--- src/ugls_map.vh ---
// Register map, field layout and constants for the uplink gain loop supervisor
`ifndef UGLS_MAP_VH
`define UGLS_MAP_VH
// Register word addresses
`define UGLS_REG_CTRL     4'h0
`define UGLS_REG_SETTING  4'h1
`define UGLS_REG_STATUS   4'h2
`define UGLS_REG_MASK     4'h3
`define UGLS_REG_FAULTS   4'h4
`define UGLS_REG_ATTEN    4'h5
// Control bits
`define UGLS_CTRL_ENABLE  0
`define UGLS_CTRL_RF_ON   1
`define UGLS_CTRL_START   2
// Fault and status bits
`define UGLS_F_LOOP       0
`define UGLS_F_LOW        1
`define UGLS_F_HIGH       2
`define UGLS_F_SAT        3
`define UGLS_F_SUMMARY    4
`define UGLS_F_DECIMAL    5
`define UGLS_EVT_W        4
`define UGLS_EVT_ZERO     4'h0
// Attenuation limits in dB
`define UGLS_ATT_AUTO_MAX 6'h14
`define UGLS_ATT_MAN_MAX  6'h37
`define UGLS_ATT_ZERO     6'h00
`define UGLS_ATT_STEP     6'h01
// Input power thresholds in dBm, signed
`define UGLS_LOW_DBM      8'hD3
`define UGLS_HIGH_DBM     8'hE7
// Loop fault window
`define UGLS_WIN_LEN      8'hFF
`define UGLS_WIN_LIMIT    8'h05
`define UGLS_ZERO8        8'h00
`define UGLS_ONE8         8'h01
// Ramp of one step each period of iterations
`define UGLS_RAMP_DIV     4'hF
`define UGLS_ZERO4        4'h0
`define UGLS_ONE4         4'h1
`endif

--- src/ugls_top.v ---
// Uplink gain loop supervisor top with Avalon-MM register slave
// Summary of operation
// RQ1: Attenuation setting comes from retained storage and is restored after power loss.
// RQ2: Absent or low input forces attenuator maximum; user setting untouched.
// RQ3: After input returns, drive ramps down slowly until gain error reaches zero.
// RQ4: While amplifier saturated, attenuation setting increments by one dB per iteration.
// RQ5: Saturation-raised setting is reported and stays fixed afterwards.
// RQ6: Loop fault and summary fault when error nonzero over five of 255 iterations.
// RQ7: Gain loop enabled with RF commanded off registers the loop fault.
// RQ8: Normal to low input transition flags insufficient input, summary, max attenuation.
// RQ9: Normal to high input transition flags excessive input; saturation stepping continues.
// RQ10: Fault query returns loop, insufficient and excessive flags.
// RQ11: Manual mode disables loop and monitoring; summary fault reads OK.
// RQ12: Manual mode accepts 0 to 55 dB integer settings without decimal point.
// RQ13: Gain loop mode limits setting to 0 through 20 dB with decimal point.
// RQ14: Each iteration computes gain error and steers attenuator drive toward zero.
// RQ15: Loop fault clears once window count no longer exceeds the limit.
//
// The implementer's own choices: the Avalon-MM register port and the register addresses.
`timescale 1ns/100ps
`default_nettype none
`include "ugls_map.vh"
module ugls_top (
    // Clock and reset
    input wire i_sys_clk,
    input wire i_resetn,
    // Avalon-MM slave
    input wire [3:0] i_avs_address,
    input wire i_avs_read,
    input wire i_avs_write,
    input wire [31:0] i_avs_writedata,
    output reg [31:0] o_avs_readdata,
    output reg o_avs_waitrequest,
    // Retained setting store
    input wire [5:0] i_saved_setting,
    output reg [5:0] o_saved_setting,
    output reg o_save_strobe,
    // Detectors and loop timing
    input wire i_iter_strobe,
    input wire signed [7:0] i_in_power_dbm,
    input wire i_in_present,
    input wire signed [7:0] i_gain_error_db,
    input wire i_pa_saturated,
    // Attenuator and faults
    output reg [5:0] o_atten_drive,
    output reg o_summary_fault,
    output reg o_irq
);
    // ****************************************
    // Helpers
    // ****************************************
    function [5:0] clamp_att;
        input [5:0] val;
        input [5:0] lim;
        begin
            clamp_att = (val > lim) ? lim : val;
        end
    endfunction

    // ****************************************
    // State
    // ****************************************
    reg enable_reg;
    reg rf_on_reg;
    reg loaded_reg;
    reg [5:0] setting_reg;
    reg [5:0] drive_reg;
    reg low_reg;
    reg high_reg;
    reg loop_reg;
    reg in_low_prev_reg;
    reg in_high_prev_reg;
    reg [`UGLS_EVT_W-1:0] status_reg;
    reg [`UGLS_EVT_W-1:0] mask_reg;
    reg [7:0] win_ptr_reg;
    reg [7:0] win_count_reg;
    reg win_full_reg;
    reg old_ok_reg;
    reg [3:0] ramp_reg;
    reg iter_d_reg;
    reg cur_nz_reg;
    wire old_nz;
    wire in_low = !i_in_present || (i_in_power_dbm <= $signed(`UGLS_LOW_DBM));
    wire in_high = i_in_present && (i_in_power_dbm > $signed(`UGLS_HIGH_DBM));
    wire [5:0] lim = enable_reg ? `UGLS_ATT_AUTO_MAX : `UGLS_ATT_MAN_MAX;
    // Writes land only at the accept edge, with waitrequest low
    wire wr_hit = i_avs_write && !o_avs_waitrequest;
    wire rd_hit = i_avs_read && o_avs_waitrequest;
    wire req_seen = (i_avs_read || i_avs_write) && o_avs_waitrequest;
    wire nz_now = (i_gain_error_db != `UGLS_ZERO8) || !rf_on_reg; // RQ7
    wire [7:0] count_next = win_count_reg + {7'h00, cur_nz_reg}
        - {7'h00, old_nz & old_ok_reg};
    wire loop_now = count_next > `UGLS_WIN_LIMIT; // RQ6 RQ15
    wire low_evt = enable_reg && i_iter_strobe && in_low && !in_low_prev_reg; // RQ8
    wire high_evt = enable_reg && i_iter_strobe && in_high && !in_high_prev_reg; // RQ9
    wire sat_evt = enable_reg && i_iter_strobe && i_pa_saturated;
    wire loop_evt = enable_reg && iter_d_reg && loop_now && !loop_reg;
    wire [`UGLS_EVT_W-1:0] evt_set = {sat_evt, high_evt, low_evt, loop_evt};
    wire [`UGLS_EVT_W-1:0] w1c = (wr_hit && i_avs_address == `UGLS_REG_STATUS) ?
        i_avs_writedata[`UGLS_EVT_W-1:0] : `UGLS_EVT_ZERO;
    wire [`UGLS_EVT_W-1:0] status_next = (status_reg & ~w1c) | evt_set;

    // ****************************************
    // Nonzero history window
    // ****************************************
    ugls_hist_mem u_hist (
        .i_sys_clk(i_sys_clk),
        .i_resetn(i_resetn),
        .i_wr_en(i_iter_strobe && enable_reg),
        .i_wr_addr(win_ptr_reg),
        .i_wr_data(nz_now),
        .i_rd_addr(win_ptr_reg),
        .o_rd_data(old_nz)
    );

    // ****************************************
    // Register bus
    // ****************************************
    always @(posedge i_sys_clk or negedge i_resetn) begin
        if (!i_resetn) begin
            o_avs_waitrequest <= 1'b1;
            o_avs_readdata <= 32'h00000000;
        end else begin
            // One wait cycle then accept; keeps decode registered
            o_avs_waitrequest <= !req_seen;
            if (rd_hit) begin
                case (i_avs_address)
                    `UGLS_REG_CTRL: o_avs_readdata <= {30'h00000000, rf_on_reg, enable_reg};
                    `UGLS_REG_SETTING: o_avs_readdata <= {26'h0000000, setting_reg}; // RQ5
                    `UGLS_REG_STATUS: o_avs_readdata <= {28'h0000000, status_reg};
                    `UGLS_REG_MASK: o_avs_readdata <= {28'h0000000, mask_reg};
                    `UGLS_REG_FAULTS: o_avs_readdata <= {26'h0000000, enable_reg,
                        o_summary_fault, i_pa_saturated & enable_reg,
                        high_reg, low_reg, loop_reg}; // RQ10 RQ13 RQ12
                    `UGLS_REG_ATTEN: o_avs_readdata <= {26'h0000000, drive_reg};
                    default: o_avs_readdata <= 32'h00000000;
                endcase
            end
        end
    end

    // ****************************************
    // Control loop
    // ****************************************
    always @(posedge i_sys_clk or negedge i_resetn) begin
        if (!i_resetn) begin
            enable_reg <= 1'b1;
            rf_on_reg <= 1'b1;
            loaded_reg <= 1'b0;
            setting_reg <= `UGLS_ATT_ZERO;
            drive_reg <= `UGLS_ATT_MAN_MAX;
            low_reg <= 1'b0;
            high_reg <= 1'b0;
            loop_reg <= 1'b0;
            in_low_prev_reg <= 1'b0;
            in_high_prev_reg <= 1'b0;
            status_reg <= `UGLS_EVT_ZERO;
            mask_reg <= `UGLS_EVT_ZERO;
            win_ptr_reg <= `UGLS_ZERO8;
            win_count_reg <= `UGLS_ZERO8;
            win_full_reg <= 1'b0;
            old_ok_reg <= 1'b0;
            ramp_reg <= `UGLS_ZERO4;
            iter_d_reg <= 1'b0;
            cur_nz_reg <= 1'b0;
            o_saved_setting <= `UGLS_ATT_ZERO;
            o_save_strobe <= 1'b0;
            o_atten_drive <= `UGLS_ATT_MAN_MAX;
            o_summary_fault <= 1'b0;
            o_irq <= 1'b0;
        end else begin
            o_save_strobe <= 1'b0;
            status_reg <= status_next;
            iter_d_reg <= i_iter_strobe && enable_reg;
            if (!loaded_reg) begin
                loaded_reg <= 1'b1;
                setting_reg <= clamp_att(i_saved_setting, lim); // RQ1
            end else if (wr_hit && i_avs_address == `UGLS_REG_SETTING) begin
                setting_reg <= clamp_att(i_avs_writedata[5:0], lim); // RQ12 RQ13
                o_saved_setting <= clamp_att(i_avs_writedata[5:0], lim); // RQ1
                o_save_strobe <= 1'b1;
            end else if (sat_evt && setting_reg < `UGLS_ATT_AUTO_MAX) begin
                setting_reg <= setting_reg + `UGLS_ATT_STEP; // RQ4 RQ9
                o_saved_setting <= setting_reg + `UGLS_ATT_STEP; // RQ5
                o_save_strobe <= 1'b1;
            end
            if (wr_hit && i_avs_address == `UGLS_REG_CTRL) begin
                enable_reg <= i_avs_writedata[`UGLS_CTRL_ENABLE];
                rf_on_reg <= i_avs_writedata[`UGLS_CTRL_RF_ON];
                if (!i_avs_writedata[`UGLS_CTRL_ENABLE]) begin
                    setting_reg <= setting_reg;
                end else begin
                    setting_reg <= clamp_att(setting_reg, `UGLS_ATT_AUTO_MAX); // RQ13
                end
            end
            if (wr_hit && i_avs_address == `UGLS_REG_MASK) begin
                mask_reg <= i_avs_writedata[`UGLS_EVT_W-1:0];
            end
            if (!enable_reg) begin
                // Manual: open loop, no monitoring, window restarts on re-enable
                drive_reg <= setting_reg; // RQ11 RQ12
                low_reg <= 1'b0;
                high_reg <= 1'b0;
                loop_reg <= 1'b0;
                in_low_prev_reg <= 1'b0;
                in_high_prev_reg <= 1'b0;
                win_ptr_reg <= `UGLS_ZERO8;
                win_count_reg <= `UGLS_ZERO8;
                win_full_reg <= 1'b0;
                old_ok_reg <= 1'b0;
            end else if (i_iter_strobe) begin
                in_low_prev_reg <= in_low;
                in_high_prev_reg <= in_high;
                cur_nz_reg <= nz_now;
                // Oldest slot holds real history only after one full pass
                old_ok_reg <= win_full_reg; // RQ15
                if (low_evt) begin
                    low_reg <= 1'b1; // RQ8
                end else if (!in_low) begin
                    low_reg <= 1'b0;
                end
                if (high_evt) begin
                    high_reg <= 1'b1; // RQ9
                end else if (!in_high) begin
                    high_reg <= 1'b0;
                end
                if (win_ptr_reg == `UGLS_WIN_LEN - `UGLS_ONE8) begin
                    win_ptr_reg <= `UGLS_ZERO8;
                    win_full_reg <= 1'b1;
                end else begin
                    win_ptr_reg <= win_ptr_reg + `UGLS_ONE8;
                end
                if (in_low) begin
                    drive_reg <= `UGLS_ATT_MAN_MAX; // RQ2 RQ8
                    ramp_reg <= `UGLS_ZERO4;
                end else if (drive_reg > setting_reg + i_gain_error_db[5:0]
                             && ramp_reg == `UGLS_RAMP_DIV) begin
                    drive_reg <= drive_reg - `UGLS_ATT_STEP; // RQ3
                    ramp_reg <= `UGLS_ZERO4;
                end else if (drive_reg > setting_reg + i_gain_error_db[5:0]) begin
                    ramp_reg <= ramp_reg + `UGLS_ONE4; // RQ3
                end else begin
                    // Error is applied as trim on top of user setting
                    drive_reg <= clamp_att(setting_reg + i_gain_error_db[5:0],
                        `UGLS_ATT_MAN_MAX); // RQ14
                end
            end else if (iter_d_reg) begin
                win_count_reg <= count_next; // RQ6
                loop_reg <= loop_now; // RQ6 RQ15
            end
            o_atten_drive <= drive_reg;
            o_summary_fault <= enable_reg && (loop_reg || low_reg || high_reg); // RQ6 RQ11
            o_irq <= |(status_next & mask_reg);
        end
    end
endmodule // ugls_top
`default_nettype wire

--- src/ugls_hist_mem.v ---
// Sliding window memory of nonzero-error history bits
`timescale 1ns/100ps
`default_nettype none
module ugls_hist_mem (
    // Clock and reset
    input wire i_sys_clk,
    input wire i_resetn,
    // Write port
    input wire i_wr_en,
    input wire [7:0] i_wr_addr,
    input wire i_wr_data,
    // Read port
    input wire [7:0] i_rd_addr,
    output reg o_rd_data
);
    reg mem_reg [0:254];
    always @(posedge i_sys_clk) begin
        if (i_wr_en) begin
            mem_reg[i_wr_addr] <= i_wr_data;
        end
    end
    // Registered read; content undefined until the window has filled once
    always @(posedge i_sys_clk or negedge i_resetn) begin
        if (!i_resetn) begin
            o_rd_data <= 1'b0;
        end else begin
            o_rd_data <= mem_reg[i_rd_addr];
        end
    end
endmodule // ugls_hist_mem
`default_nettype wire

--- config.mk ---
export PLATFORM = sky130hd
export DESIGN_NAME = ugls_top
export DESIGN_NICKNAME = d
export VERILOG_FILES = /design/src/ugls_top.v /design/src/ugls_hist_mem.v
export VERILOG_INCLUDE_DIRS = /design/src /design/src/src
export SDC_FILE = /design/constraint.sdc
export NUM_CORES = 1
export LEC_CHECK = 0
export BUFFER_PORTS_ARGS = -buffer_cell sky130_fd_sc_hd__buf_2
export CORE_MARGIN = 5
export CORE_UTILIZATION = 30
export CTS_BUF_LIST = sky130_fd_sc_hd__clkbuf_2
export DETAILED_ROUTE_END_ITERATION = 8
export GPL_TIMING_DRIVEN = 0
export PLACE_DENSITY_LB_ADDON = 0.1
export SLEW_MARGIN = 20
export SYNTH_ARGS = -nofsm -noshare
export SYNTH_HDL_FRONTEND = slang
export SYNTH_SLANG_ARGS = --single-unit
--- constraint.sdc ---
create_clock -name i_sys_clk -period 6.9 [get_ports i_sys_clk]
set_input_delay 1.38 -clock i_sys_clk [delete_from_list [all_inputs] [get_ports i_sys_clk]]
set_output_delay 1.38 -clock i_sys_clk [all_outputs]
set_load 0.01 [all_outputs]
==> qor.txt <==
Synth area leader: edfxtp_1
Achievable Freq: 0.254 GHz
Syn. warnings: 0
full die area: 0.0590 mm²
Critical-path top delay cell: clkbuf_1
Pleak: 7.27 nW
vias in the first global route: 11877
Clk Tree Root Cell: clkbuf_2
clock buffer depth: 3
Fin Clk Skew: 0.0874 ns
CTS sink count: 330
Seq/Total Area, Yosys: 58.7%
synth cell count leaders: 306 x nor2_1, 255 x edfxtp_1, 118 x nand2_1
Tcrit/Tclk final: 57.1%
vias per inst: 4.96
crit-path max FO: 10
outcome: completed
CP cell instances: buf_2, buf_1, inv_1, ha_1, and3_1, nand2_1, clkbuf_1, nor2_1
clock latency on the worst-skew pair: 1.10 ns
Setup Viol. Count Final: 0
first-pass GRT wire length: 75.5 mm
most frequent cell after synthesis: nor2_1
Cells after Synth: 1373
clock period minus worst slack: 3.94 ns
share of cells above drive strength 1: 20.8%
FF+latch count, synth: 330
count of input and output buffers: 57
hold crit path type: input pin to asynchronous set/reset pin
Max Cap Viol: 0
initial antenna violation count: 2
slowest stage delay, CP: 0.83 ns
CTS tree: yes
fin util: 34.4%
EDFF count, synth: 255
Pwr Density: 288 mW/mm²
Crit Path Class: flop to flop
Critical Path Sink Type: flop
Peak VDD IR: 0.102 mV
I/O pin total: 113
drt first pass iters: 5
ANT nets after route: 0
final net count: 1656
CTS clk-pin slew, worst paths: 0.10 ns
Buf/Inv on CP: 4
CTS HTree Levels: 3
routed wire length: 50.2 mm
Req. time, crit path: 7.69 ns
Post-CTS Resized: 0
Yosys top cell area share: 47.1%
Area growth syn-to-layout: 13.9%
asr flop ratio synth: 22.7%
actual slew at the worst max-slew pin: 1.08 ns
DRC: 0
Mapped Area: 0.0163 mm²
CTS buffer count: 95
Top FF cell, synth: edfxtp_1
GRT Overall Usage: 16.8%
Rows: 85
Final Hold Vio Count: 0
post-DP HPWL: 34.4 mm
Routed WL per cell: 21.5 µm
average cell area after synthesis: 11.8 µm²
Top delay family on crit path: buffers and inverters
top post-synthesis cells by area: edfxtp_1 47%, dfrtp_1 9.5%, nor2_1 7.1%
Chip Width: 243 µm
post-synth cell types: 80
Die Span Y: 243 µm
Slew Limit Headroom: 28.3%
unrepaired setup endpoints after global routing: false
Crit path arrival time: 4.73 ns
final non-filler cell total: 2332
critical path startpoint category: flop
DR vias: 11570
Inst Count DP: 2155
Core Area: 0.0538 mm²
post-cts hold buffer count: 0
routability cong.: 0.821
initial drt markers: 814
Initial Util: 30.2%
largest net degree at the start of global routing: 75
Final Max Slew Viols: 0
Remaining Overflow, GRT: 0
number of flip-flops in the largest register: 255
Post-CTS Setup Bufs: 0
-- cell usage in the layout, fill, tap and decap left out, types with 5 or more instances in the layout --
cell type,synthesis,final
buf_4,30,31
clkinv_1,1,20
o211ai_1,6,6
nor3b_1,5,5
conb_1,2,27
nand3_1,30,29
mux4_2,42,42
nand4_1,11,11
mux2i_1,44,44
a21oi_1,30,30
nand2b_1,11,11
a211oi_1,9,9
mux4_1,8,8
nor2b_1,15,15
nor4_1,5,5
a21o_1,8,8
nand2_1,118,118
clkbuf_2,0,148
nor3_1,15,15
dfrtp_1,62,62
mux2_2,12,12
dfstp_2,13,13
clkbuf_1,63,63
xnor2_1,13,13
a22o_1,8,8
and3_1,7,7
nor2_1,306,306
xor2_1,11,11
buf_2,10,66
and2_1,5,5
o21ai_0,37,37
ha_1,33,33
inv_1,39,39
a22oi_1,11,11
o22ai_1,9,9
edfxtp_1,255,255
buf_1,7,7
-- per-layer routing --
layer | vias up | GRT usage [%] | part of all wire (%)
met5 | - | 0 | 0
met4 | 0 | 5.61 | 2.9
met3 | 103 | 3.55 | 4.7
met2 | 309 | 27.3 | 47
met1 | 5798 | 22.6 | 45
li1 | 5360 | - | -
-- final cells by class --
type / count / area [µm²]
Clock inverter: 25 / 133
Tap cell: 696 / 871
Inverter: 41 / 154
Antenna cell: 4 / 10.0
Multi-Input combinational cell: 913 / 6080
Clock buffer: 148 / 741
Fill cell: 5573 / 35300
Timing Repair Buffer: 61 / 398
Buffer: 114 / 592
Sequential cell: 330 / 9550
-- path summary, 6_finish.rpt --
check,cells past startpoint,from,slack (ns),to
setup reg to reg,8,win_ptr_reg[1],2.96,u_hist.mem_reg[224]
min in group i_sys_clk,0,drive_reg[5],0.43,o_atten_drive[5]
hold reg to reg,0,drive_reg[5],0.43,o_atten_drive[5]
setup / recovery,8,win_ptr_reg[1],2.96,u_hist.mem_reg[224]
max in group asynchronous,2,i_resetn,6.03,win_count_reg[3]
hold / removal,1,i_resetn,0.23,o_save_strobe
-- where the power goes --
group	leakage [nW]	internal, W	total, W	switching [W]
registers	3.87	0.00226	0.00239	0.000130
logic	2.74	0.000547	0.00147	0.000922
clock network	0.667	0.000604	0.00149	0.000882
total	7.27	0.00341	0.00534	0.00193
-- stage by stage --
stage | power [W] | hold WS [ns] | instance area (µm²) | setup TNS (ns) | setup WS (ns)
2_1_floorplan | 0.00336 | 0.374 | 16400 | 0 | 0.615
3_3_place_gp | 0.00390 | 0.399 | 17500 | -890.76 | -3.51
3_5_place_dp | 0.00391 | 0.403 | 17600 | 0 | 2.18
4_1_cts | 0.00542 | 0.0978 | 18500 | 0 | 2.89
5_1_grt | 0.00568 | 0.132 | 18500 | 0 | 2.77
6_report | 0.00534 | 0.231 | 18500 | 0 | 2.96
-- cells by family after synthesis --
logic type	Yosys count	synth area share [%]
adder cells (fa/ha/maj)	35	2.78
XOR/XNOR	24	1.29
flip-flops	330	58.7
AO/OA/AOI/OAI	168	7.10
AND/OR/NAND/NOR	553	14.8
buffers and inverters	155	4.58
other	2	0.0462
multiplexers	106	10.6
(Power assumes the default switching activity.)
